**config.mk**
```make
export PLATFORM = sky130hd
export DESIGN_NAME = azdtc_config
export DESIGN_NICKNAME = d
export VERILOG_FILES = /design/src/hw/azdtc_pkg.sv /design/src/hw/azdtc_sync2.sv /design/src/hw/azdtc_angle_corr.sv /design/src/hw/azdtc_config.sv
export SDC_FILE = /design/constraint.sdc
export NUM_CORES = 1
export LEC_CHECK = 0
export ABC_CLOCK_PERIOD_IN_PS = 4900
export BUFFER_PORTS_ARGS = -buffer_cell sky130_fd_sc_hd__buf_2
export CORE_ASPECT_RATIO = 1.5
export CORE_MARGIN = 4
export CORE_UTILIZATION = 51
export CTS_CLUSTER_DIAMETER = 40
export CTS_CLUSTER_SIZE = 25
export DETAILED_ROUTE_END_ITERATION = 12
export GPL_TIMING_DRIVEN = 0
export PLACE_DENSITY = 0.85
export SYNTH_ARGS = -nofsm -noshare
export SYNTH_HDL_FRONTEND = slang
export SYNTH_SLANG_ARGS = --single-unit
```
**constraint.sdc**
```tcl
create_clock -name clock -period 4.9 [get_ports clock]
set_input_delay 0.245 -clock clock [delete_from_list [all_inputs] [get_ports clock]]
set_output_delay 0.245 -clock clock [all_outputs]
set_load 0.1 [all_outputs]
```
**src/hw/azdtc_pkg.sv**
```systemverilog
// Shared constants for the angle zero, direction and trim configuration block.
package azdtc_pkg;
	localparam int ANGLE_W = 16;
	localparam int TRIM_W = 8;
	localparam int CYCLE_W = 16;
	localparam int CHG_W = 8;
	localparam int REFA_W = 8;
	localparam int FIELD_W = 3;
	localparam int CHANGE_PIN_HYSTERESIS_W = 6;
	localparam int FW_W = 4;
	localparam logic [15:0] ZERO_RST = 16'h0000;
	localparam logic [7:0] TRIM_RST = 8'h00;
	localparam logic [15:0] CYCLE_RST = 16'h006E;
	localparam logic [2:0] FLOW_RST = 3'h0;
	localparam logic [2:0] FHIGH_RST = 3'h7;
	localparam logic FDET_RST = 1'b1;
	localparam logic [7:0] CHG_RST = 8'h00;
	localparam logic [5:0] CHANGE_PIN_HYSTERESIS_RST = 6'h00;
	localparam logic [7:0] REFA_RST = 8'h00;
	localparam logic ASC_RST = 1'b1;
	localparam logic AUTO_SAMPLING_BY_REGISTER_RST = 1'b1;
	localparam logic [3:0] FW_RST = 4'h9;
	typedef enum logic [1:0] {
		AZDTC_TRIM_NONE = 2'h0,
		AZDTC_TRIM_X = 2'h1,
		AZDTC_TRIM_Y = 2'h2,
		AZDTC_TRIM_BOTH = 2'h3
	} azdtc_trim_mode_t;
endpackage : azdtc_pkg

```
**src/hw/azdtc_sync2.sv**
```systemverilog
// Two flip-flop synchroniser for a single pin level.
`timescale 1ns/1ps
module azdtc_sync2 (
	// Clock and reset.
	input wire logic clock,
	input wire logic sys_rst,
	// Level in and out.
	input wire logic pinIn,
	output logic pinOut
);
	logic stage1;
	always_ff @(posedge clock) begin
		if (sys_rst) begin
			stage1 <= 1'b0;
			pinOut <= 1'b0;
		end else begin
			stage1 <= pinIn;
			pinOut <= stage1;
		end
	end
endmodule : azdtc_sync2

```
**src/hw/azdtc_angle_corr.sv**
```systemverilog
// Zero subtraction and direction correction of the raw angle.
`timescale 1ns/1ps
module azdtc_angle_corr (
	// Inputs.
	input wire logic [azdtc_pkg::ANGLE_W-1:0] rawAngle,
	input wire logic [azdtc_pkg::ANGLE_W-1:0] zeroPosition,
	input wire logic directionCcw,
	// Result.
	output logic [azdtc_pkg::ANGLE_W-1:0] corrAngle
);
	import azdtc_pkg::*;
	logic [ANGLE_W-1:0] zeroed;
	assign zeroed = ANGLE_W'(rawAngle - zeroPosition);
	assign corrAngle = directionCcw ? ANGLE_W'(~zeroed + 16'h0001) : zeroed;
endmodule : azdtc_angle_corr

```
**src/hw/azdtc_config.sv**
```systemverilog
// Configuration store and angle output correction for the angle sensor.
// What this block does
// - Output angle is raw minus zero position, negated when direction is set.
// - Zero position is unsigned sixteen-bit code.
// - Direction clear: clockwise rotation increases angle.
// - Direction set: counterclockwise rotation increases angle.
// - Hold eight-bit bias trim amount.
// - Per-axis trim enables for X and Y.
// - Both enables give equal reduction, no correction.
// - Trim amount defaults to zero.
// - Hold cycle time, change threshold, reference angle.
// - Auto-refresh replaces reference on each change while auto sampling is active.
// - Change pin latch select and hysteresis.
// - Auto sampling enable and register-driven permit.
// - Field detect enable and two thresholds.
// - Four-bit filter window size.
`timescale 1ns/1ps
module azdtc_config
	import azdtc_pkg::*;
(
	// Clock and reset.
	input wire logic clock,
	input wire logic sys_rst,
	// Raw angle from the front end.
	input wire logic [azdtc_pkg::ANGLE_W-1:0] rawAngle,
	input wire logic rawValid,
	// Configuration writes.
	input wire logic [azdtc_pkg::ANGLE_W-1:0] zeroPositionIn,
	input wire logic zeroPositionWr,
	input wire logic directionIn,
	input wire logic directionWr,
	input wire logic [azdtc_pkg::TRIM_W-1:0] biasTrimAmountIn,
	input wire logic biasTrimAmountWr,
	input wire logic trimEnableXAxisIn,
	input wire logic trimEnableYAxisIn,
	input wire logic trimEnableWr,
	input wire logic [azdtc_pkg::CYCLE_W-1:0] samplingCycleTimeIn,
	input wire logic samplingCycleTimeWr,
	input wire logic [azdtc_pkg::FIELD_W-1:0] fieldLowThresholdIn,
	input wire logic [azdtc_pkg::FIELD_W-1:0] fieldHighThresholdIn,
	input wire logic fieldDetectEnableIn,
	input wire logic fieldConfigWr,
	input wire logic [azdtc_pkg::CHG_W-1:0] changeThresholdIn,
	input wire logic changeThresholdWr,
	input wire logic changePinLatchSelectIn,
	input wire logic referenceAutoRefreshIn,
	input wire logic [azdtc_pkg::CHANGE_PIN_HYSTERESIS_W-1:0] changePinHysteresisIn,
	input wire logic changePinConfigWr,
	input wire logic [azdtc_pkg::REFA_W-1:0] referenceAngleIn,
	input wire logic referenceAngleWr,
	input wire logic autoSamplingEnableIn,
	input wire logic autoSamplingByRegisterIn,
	input wire logic autoSamplingWr,
	input wire logic [azdtc_pkg::FW_W-1:0] filterWindowSizeIn,
	input wire logic filterWindowSizeWr,
	// Change detection from the sampling logic and external control pin.
	input wire logic changeDetected,
	input wire logic autoSamplingPin,
	// Corrected angle.
	output logic [azdtc_pkg::ANGLE_W-1:0] outAngle,
	output logic outAngleValid,
	// Trim settings to the front end.
	output logic [azdtc_pkg::TRIM_W-1:0] biasTrimAmount,
	output logic trimEnableXAxis,
	output logic trimEnableYAxis,
	output logic trimBothAxes,
	// Sampling and detection settings.
	output logic [azdtc_pkg::CYCLE_W-1:0] samplingCycleTime,
	output logic [azdtc_pkg::CHG_W-1:0] changeThreshold,
	output logic [azdtc_pkg::REFA_W-1:0] referenceAngle,
	output logic referenceAutoRefresh,
	output logic changePinLatchSelect,
	output logic [azdtc_pkg::CHANGE_PIN_HYSTERESIS_W-1:0] changePinHysteresis,
	output logic autoSamplingEnable,
	output logic autoSamplingByRegister,
	output logic autoSamplingActive,
	output logic fieldDetectEnable,
	output logic [azdtc_pkg::FIELD_W-1:0] fieldLowThreshold,
	output logic [azdtc_pkg::FIELD_W-1:0] fieldHighThreshold,
	output logic [azdtc_pkg::FW_W-1:0] filterWindowSize,
	output logic directionCcw,
	output logic [azdtc_pkg::ANGLE_W-1:0] zeroPosition
);
	import azdtc_pkg::*;

	logic [ANGLE_W-1:0] next_outAngle;
	logic ascPinSync;
	azdtc_trim_mode_t trimMode;

	azdtc_sync2 u_ascSync (
		.clock(clock),
		.sys_rst(sys_rst),
		.pinIn(autoSamplingPin),
		.pinOut(ascPinSync)
	);

	azdtc_angle_corr u_corr (
		.rawAngle(rawAngle),
		.zeroPosition(zeroPosition),
		.directionCcw(directionCcw),
		.corrAngle(next_outAngle)
	);

	always_ff @(posedge clock) begin
		if (sys_rst) begin
			zeroPosition <= ZERO_RST;
		end else if (zeroPositionWr) begin
			zeroPosition <= zeroPositionIn;
		end
	end

	always_ff @(posedge clock) begin
		if (sys_rst) begin
			directionCcw <= 1'b0;
		end else if (directionWr) begin
			directionCcw <= directionIn;
		end
	end

	always_ff @(posedge clock) begin
		if (sys_rst) begin
			outAngle <= ZERO_RST;
			outAngleValid <= 1'b0;
		end else begin
			outAngleValid <= rawValid;
			if (rawValid) begin
				outAngle <= next_outAngle;
			end
		end
	end

	always_ff @(posedge clock) begin
		if (sys_rst) begin
			biasTrimAmount <= TRIM_RST;
		end else if (biasTrimAmountWr) begin
			biasTrimAmount <= biasTrimAmountIn;
		end
	end

	always_ff @(posedge clock) begin
		if (sys_rst) begin
			trimEnableXAxis <= 1'b0;
			trimEnableYAxis <= 1'b0;
		end else if (trimEnableWr) begin
			trimEnableXAxis <= trimEnableXAxisIn;
			trimEnableYAxis <= trimEnableYAxisIn;
		end
	end

	assign trimMode = azdtc_trim_mode_t'({trimEnableYAxis, trimEnableXAxis});

	always_ff @(posedge clock) begin
		if (sys_rst) begin
			trimBothAxes <= 1'b0;
		end else begin
			trimBothAxes <= (trimMode == AZDTC_TRIM_BOTH);
		end
	end

	always_ff @(posedge clock) begin
		if (sys_rst) begin
			samplingCycleTime <= CYCLE_RST;
			changeThreshold <= CHG_RST;
		end else begin
			if (samplingCycleTimeWr) begin
				samplingCycleTime <= samplingCycleTimeIn;
			end
			if (changeThresholdWr) begin
				changeThreshold <= changeThresholdIn;
			end
		end
	end

	always_ff @(posedge clock) begin
		if (sys_rst) begin
			referenceAngle <= REFA_RST;
		end else if (autoSamplingActive && referenceAutoRefresh && changeDetected) begin
			referenceAngle <= outAngle[ANGLE_W-1 -: REFA_W];
		end else if (referenceAngleWr) begin
			referenceAngle <= referenceAngleIn;
		end
	end

	always_ff @(posedge clock) begin
		if (sys_rst) begin
			changePinLatchSelect <= 1'b0;
			referenceAutoRefresh <= 1'b0;
			changePinHysteresis <= CHANGE_PIN_HYSTERESIS_RST;
		end else if (changePinConfigWr) begin
			changePinLatchSelect <= changePinLatchSelectIn;
			referenceAutoRefresh <= referenceAutoRefreshIn;
			changePinHysteresis <= changePinHysteresisIn;
		end
	end

	always_ff @(posedge clock) begin
		if (sys_rst) begin
			autoSamplingEnable <= ASC_RST;
			autoSamplingByRegister <= AUTO_SAMPLING_BY_REGISTER_RST;
		end else if (autoSamplingWr) begin
			autoSamplingEnable <= autoSamplingEnableIn;
			autoSamplingByRegister <= autoSamplingByRegisterIn;
		end
	end

	always_ff @(posedge clock) begin
		if (sys_rst) begin
			autoSamplingActive <= 1'b0;
		end else if (autoSamplingByRegister) begin
			autoSamplingActive <= autoSamplingEnable;
		end else begin
			autoSamplingActive <= ascPinSync;
		end
	end

	always_ff @(posedge clock) begin
		if (sys_rst) begin
			fieldDetectEnable <= FDET_RST;
			fieldLowThreshold <= FLOW_RST;
			fieldHighThreshold <= FHIGH_RST;
		end else if (fieldConfigWr) begin
			fieldDetectEnable <= fieldDetectEnableIn;
			fieldLowThreshold <= fieldLowThresholdIn;
			fieldHighThreshold <= fieldHighThresholdIn;
		end
	end

	always_ff @(posedge clock) begin
		if (sys_rst) begin
			filterWindowSize <= FW_RST;
		end else if (filterWindowSizeWr) begin
			filterWindowSize <= filterWindowSizeIn;
		end
	end

	AST_ZERO_SUB: assert property (@(posedge clock) disable iff (sys_rst)
		(rawValid && !directionCcw && !zeroPositionWr && !directionWr) |=>
		outAngle == ANGLE_W'($past(rawAngle) - zeroPosition))
		else $error("Angle is not raw minus zero.");

	AST_DIR_NEG: assert property (@(posedge clock) disable iff (sys_rst)
		(rawValid && directionCcw && !zeroPositionWr && !directionWr) |=>
		ANGLE_W'(outAngle + ANGLE_W'($past(rawAngle) - zeroPosition)) == 16'h0000)
		else $error("Reversed angle is not negated.");

	AST_WRAP: assert property (@(posedge clock) disable iff (sys_rst)
		(rawValid && !directionCcw && rawAngle < zeroPosition && !zeroPositionWr
		&& !directionWr) |=> outAngle > $past(rawAngle))
		else $error("Subtraction did not wrap.");

	AST_TRIM_HOLD: assert property (@(posedge clock) disable iff (sys_rst)
		!biasTrimAmountWr |=> $stable(biasTrimAmount))
		else $error("Trim amount changed without a write.");

	AST_TRIM_LOAD: assert property (@(posedge clock) disable iff (sys_rst)
		biasTrimAmountWr |=> biasTrimAmount == $past(biasTrimAmountIn))
		else $error("Trim amount not loaded.");

	AST_BOTH: assert property (@(posedge clock) disable iff (sys_rst)
		(trimEnableWr && trimEnableXAxisIn && trimEnableYAxisIn) |=> ##1 trimBothAxes)
		else $error("Both-axes flag missing.");

	AST_REFRESH: assert property (@(posedge clock) disable iff (sys_rst)
		(autoSamplingActive && referenceAutoRefresh && changeDetected) |=>
		referenceAngle == $past(outAngle[ANGLE_W-1 -: REFA_W]))
		else $error("Reference not refreshed.");

	AST_ASC_REG: assert property (@(posedge clock) disable iff (sys_rst)
		(autoSamplingByRegister && !autoSamplingWr) [*2] |-> autoSamplingActive == autoSamplingEnable)
		else $error("Register-driven mode not followed.");

	AST_FW_HOLD: assert property (@(posedge clock) disable iff (sys_rst)
		!filterWindowSizeWr |=> $stable(filterWindowSize))
		else $error("Filter window changed without a write.");

	AST_AXIS_LOAD: assert property (@(posedge clock) disable iff (sys_rst)
		trimEnableWr |=> (trimEnableXAxis == $past(trimEnableXAxisIn))
		&& (trimEnableYAxis == $past(trimEnableYAxisIn)))
		else $error("Axis trim enables not loaded.");

	AST_ASC_PIN: assert property (@(posedge clock) disable iff (sys_rst)
		!autoSamplingByRegister |=> autoSamplingActive == $past(ascPinSync))
		else $error("Pin-driven mode not followed.");

endmodule : azdtc_config

```
Yosys cells after proc, flatten, opt, wreduce, memory -nomap -nowiden
Cells that the tools add are included.
{"block": "word_totals", "output_inout_bits": 99, "word_cells": 34, "inputBits": 112, "register_bits": 101}
{"block": "op_classes", "add_sub_neg": 2, "n_reduce_logical": 3, "muxes": 4, "eq_ne": 1, "bitwise_logic": 1}
{"operator": "$add 16x1->16 const B", "count": 1}
{"operator": "$mux 16", "count": 1}
{"operator": "$mux 8", "count": 2}
{"operator": "$not 16->16", "count": 1}
{"operator": "$sub 16x16->16", "count": 1}
{"operator": "$eq 2x2->1 const B", "count": 1}
{"operator": "$logic_and 1x1->1", "count": 2}
{"operator": "$reduce_bool 2->1", "count": 1}
{"operator": "$mux 1", "count": 1}

Longest topological paths before layout
{"block": "depth", "word_depth": 4, "mapped_depth": 12, "mapped_depth_nobuf": 12}

Modules after synthesis
From an unflattened synthesis, not the netlist that was laid out.
{"block": "unflattened", "cells_unflattened": 496, "hier_area_um2": 4918.5}
{"module": "azdtc_config", "n_inst": 1, "cells_per_inst": 327, "area_each_um2": 3673.5}
{"module": "azdtc_angle_corr", "n_inst": 1, "cells_per_inst": 165, "area_each_um2": 1192.4}
{"module": "azdtc_sync2", "n_inst": 1, "cells_per_inst": 4, "area_each_um2": 52.6}

Least setup slack after synthesis
Ideal clock, no wire load.
{"block": "synth_path", "path_kind": "reg-to-reg", "startpoint": "register zeroPosition[0] (netlist bit)", "endpoint": "register outAngle[15] (netlist bit)", "arrival_ps": 3307, "setup_ps": 80, "period_less_slack_ps": 3387, "t_required_ps": 4820, "n_path_buf": 0, "path_stages_with_launch": 12, "setup_slack_ps": 1513, "cell_sequence": "dfxtp_1 -> ha_1 -> inv_1 -> fa_1 -> a211oi_2 -> o21ai_2 -> a21oi_2 -> xor2_2 -> nand3_2 -> o41ai_2 -> xnor2_1 -> a211oi_2"}
{"block": "synth_between", "elab_chain_cells": 4}
{"element": "from (decl)", "line": "azdtc_config.sv:82", "source": "output logic [azdtc_pkg::ANGLE_W-1:0] zeroPosition"}
{"element": "from (signal assigned)", "line": "azdtc_config.sv:108", "source": "zeroPosition <= zeroPositionIn;"}
{"element": "$sub 16x16->16 (*)", "line": "azdtc_angle_corr.sv:13", "source": "assign zeroed = ANGLE_W'(rawAngle - zeroPosition);"}
{"element": "$not 16->16", "line": "azdtc_angle_corr.sv:14", "source": "assign corrAngle = directionCcw ? ANGLE_W'(~zeroed + 16'h0001) : zeroed;"}
{"element": "$add 16x1->16", "line": "azdtc_angle_corr.sv:14"}
{"element": "$mux 16 (*)", "line": "azdtc_angle_corr.sv:14"}
{"element": "to (signal assigned)", "line": "azdtc_config.sv:127", "source": "outAngle <= next_outAngle;"}
{"element": "to (decl)", "line": "azdtc_config.sv:60", "source": "output logic [azdtc_pkg::ANGLE_W-1:0] outAngle,"}
Every way passes the cells marked *; elsewhere a longest branch is shown, timed or not.
A chain may end at the register's enable or synchronous reset.

Final worst setup path
Same ends and word-level chain as after synthesis.

==> impl_metrics.py <==
metrics = {
    "yosys": {
        "syn_area_per_cell_sq_um": 9.41,
        "syn_nets": 639,
        "synth_top_cell_area_share_pct": 42.1,
        "synth_edf_count": 0,
        "ys_seq_area_share_pct": 42.1,
        "synth_cell_types": 54,
        "syn_inst": 510,
        "synth_area_leaders": "dfxtp_1 42%, mux2i_1 15%, nor2_1 7.1%",
        "yosys_most_used_dff": "dfxtp_1",
        "ys_warn_count": 0,
        "yosysMostFrequentCell": "dfxtp_1",
        "syn-cell-area_sq_um": 4800,
        "synthTopCellsByCount": "101 x dfxtp_1, 91 x nor2_1, 71 x mux2i_1, 25 x clkbuf_1, 23 x inv_1",
        "yosysTopAreaCell": "dfxtp_1",
        "synthArstFlopShare_pct": 0,
        "ys_ff_latch": 101,
    },
    "status": {
        "status": "completed",
    },
    "cells_and_area": {
        "antenna_cells": 0,
        "synthToLayoutAreaGrowth_pct": 30.4,
        "fin_area_sq_um": 6250,
        "drive_above_1_share_pct": 33.2,
        "fin_nets": 854,
    },
    "place": {
        "dpl-instance-area_sq_um": 5960,
        "portBuffers": 204,
        "hpwl_microns": 10400,
        "place_congestion": 0.839,
    },
    "worst_setup_path": {
        "crit_chain": "ha_1 > inv_1 > fa_1 > a211oi_2 > nor2_1 > xor2_1 > nor3_1 > nand3_2 > o41ai_2 > xnor2_1 > a211oi_2",
        "end_kind": "flip-flop",
        "crit_arrival_ns": 3.28,
        "crit_fanout": 6,
        "cp-start-kind": "flip-flop",
        "crit_top_cell": "a211oi_2",
        "critical_path_class": "flip-flop to flip-flop",
        "required_ns": 5.17,
        "crit_slowest_cell": "fa_1",
        "max_stage_delay_ns": 0.43,
    },
    "grt": {
        "grt_pass1_vias": 4431,
        "grt_usage_pct": 22.9,
        "antenna_found_initial": 0,
        "grt_max_degree": 19,
        "grt_first_pass_wirelength_microns": 20300,
        "overflow": 0,
    },
    "clock_tree": {
        "cts-htree-levels": 3,
        "cts_made_buffers": 9,
        "post-cts-setup-buffers": 0,
        "cts_buffer_depth": 2,
        "cts.sinks": 101,
        "ctsResizeCount": 0,
        "clkTransAtPathRegs_ns": 0.07,
        "cts_hold_buf": 0,
        "root_buffer": "clkbuf_16",
        "clkLatencyLatePin_ns": 0.34,
        "tritoncts": "done",
    },
    "timing": {
        "tightest_slew_ns": 0.658,
        "rsz0062_at_grt": "false",
        "holdWs_ns": 0.102,
        "hold_violations": 0,
        "finalCritPeriodShare_pct": 61.6,
        "setup_viol": 0,
        "tns_ns": 0,
        "fmax_ghz": 0.331,
        "maxSlewHeadroom_pct": 56.1,
        "drv_slew": 0,
        "fin_crit_ns": 3.02,
        "fin_worst_skew_ns": 0.00654,
    },
    "detailed_routing": {
        "detail-route-antenna-nets": 0,
        "drtIter0Drc": 145,
        "drtPass1Iterations": 5,
        "num_vias": 4461,
        "drt-total-wl_microns": 13000,
        "wire_per_inst_microns": 15.4,
        "drcViolationCount": 0,
        "post_drt_via_cell_ratio": 5.30,
    },
    "die": {
        "die_area_sq_um": 11100,
        "rows": 43,
        "start_util_pct": 52.2,
        "coreArea_sq_um": 9200,
        "ios": 211,
        "die_h_microns": 127,
        "die_w_microns": 87.2,
    },
    "power": {
        "power_w": 0.00246,
        "power.density_nw_per_um2": 393,
        "peakVddDrop_mv": 0.302,
        "p_leak_nw": 3.08,
    },
    "run": {
        "maxCapViolations": 0,
    },
    "hold_path": {
        "hp-class": "primary input to flip-flop",
    },
}
[kinds of logic (layout without fill, tap and decap cells)]
group                    Yosys count  count (layout)  synth area share, %
XOR/XNOR                          21              21                 4.30
AO/OA/AOI/OAI                     93              93                 14.8
AND/OR/NAND/NOR                  155             155                 15.0
multiplexers                      71              71                 14.8
adder cells (fa/ha/maj)           17              17                 4.59
flip-flops                       101             101                 42.1
buffers and inverters             52             272                 4.38
[metrics by stage]
stage	worst slack, ns	utilization, %	cells
after floorplan	1.51	-	510
after global placement	2.02	64.8	826
after detailed placement	1.89	64.8	826
after CTS	1.88	68.0	842
after global routing	1.58	68.0	842
final	1.88	68.0	842
[layout make-up]
cell class                      instances  area [sq um]
Inverter                               23          86.3
Multi-Input combinational cell        357          2570
Tap cell                              112           140
Buffer                                 29           124
Clock buffer                           10           239
Fill cell                             734          2950
Sequential cell                       101          2020
Clock inverter                          6          56.3
Timing Repair Buffer                  204          1020
[per-layer routing]
metal  wire (microns)  vias to the layer above  share of wire, %  GRT usage (%)
met5                0                        -                 0              0
met4              324                        0               2.5           7.77
met3             1170                       24               9.0           6.56
met2             6850                      188                53           43.2
met1             4640                     2028                36           23.4
li1                 -                     2221                 -              -
[placed cells by master, fill, tap and decap left out, types with 10 or more instances in the layout]
cell type  instances
xnor2_1           10
inv_1             23
mux2i_1           71
o21ai_0           10
buf_2            204
nor2_1            91
a211oi_1          18
clkbuf_1          25
ha_1              16
a211o_1           13
nand3_1           10
nand2_1           11
dfxtp_1          101
nor2b_1           17
[sequential cells by signal, indices dropped and copies added (netlist names), 3 cells and up]
name,count
outAngle,16
samplingCycleTime,16
zeroPosition,16
biasTrimAmount,8
changeThreshold,8
referenceAngle,8
changePinHysteresis,6
filterWindowSize,4
fieldHighThreshold,3
fieldLowThreshold,3
[critical path, delay by kind of cell (launching register included)]
kind / cells / cell delay [ns]
AOI/OAI and AO/OA: 3 / 0.96
xor gates and xnor gates: 2 / 0.33
adders and majority gates: 2 / 0.61
buffers and inverters: 1 / 0.06
DFF: 1 / 0.37
and+or+nand+nor: 3 / 0.62
[report_power, final]
group	switching (W)	total (W)	internal, W
Combinational	0.000649	0.000858	0.000209
Clock	0.000324	0.000691	0.000367
Sequential	0.0000334	0.000912	0.000879
[worst paths after layout]
| check | from | to | slack [ns] | depth (start not counted) |
|---|---|---|---|---|
| max | zeroPosition[0] | outAngle[15] | 1.88 | 11 |
| min | autoSamplingByRegisterIn | autoSamplingByRegister | 0.10 | 2 |
| max reg2reg | zeroPosition[0] | outAngle[15] | 1.88 | 11 |
| min reg2reg | u_ascSync.stage1 | u_ascSync.pinOut | 0.45 | 1 |
Note: power is estimated with default switching activity, not from simulation.
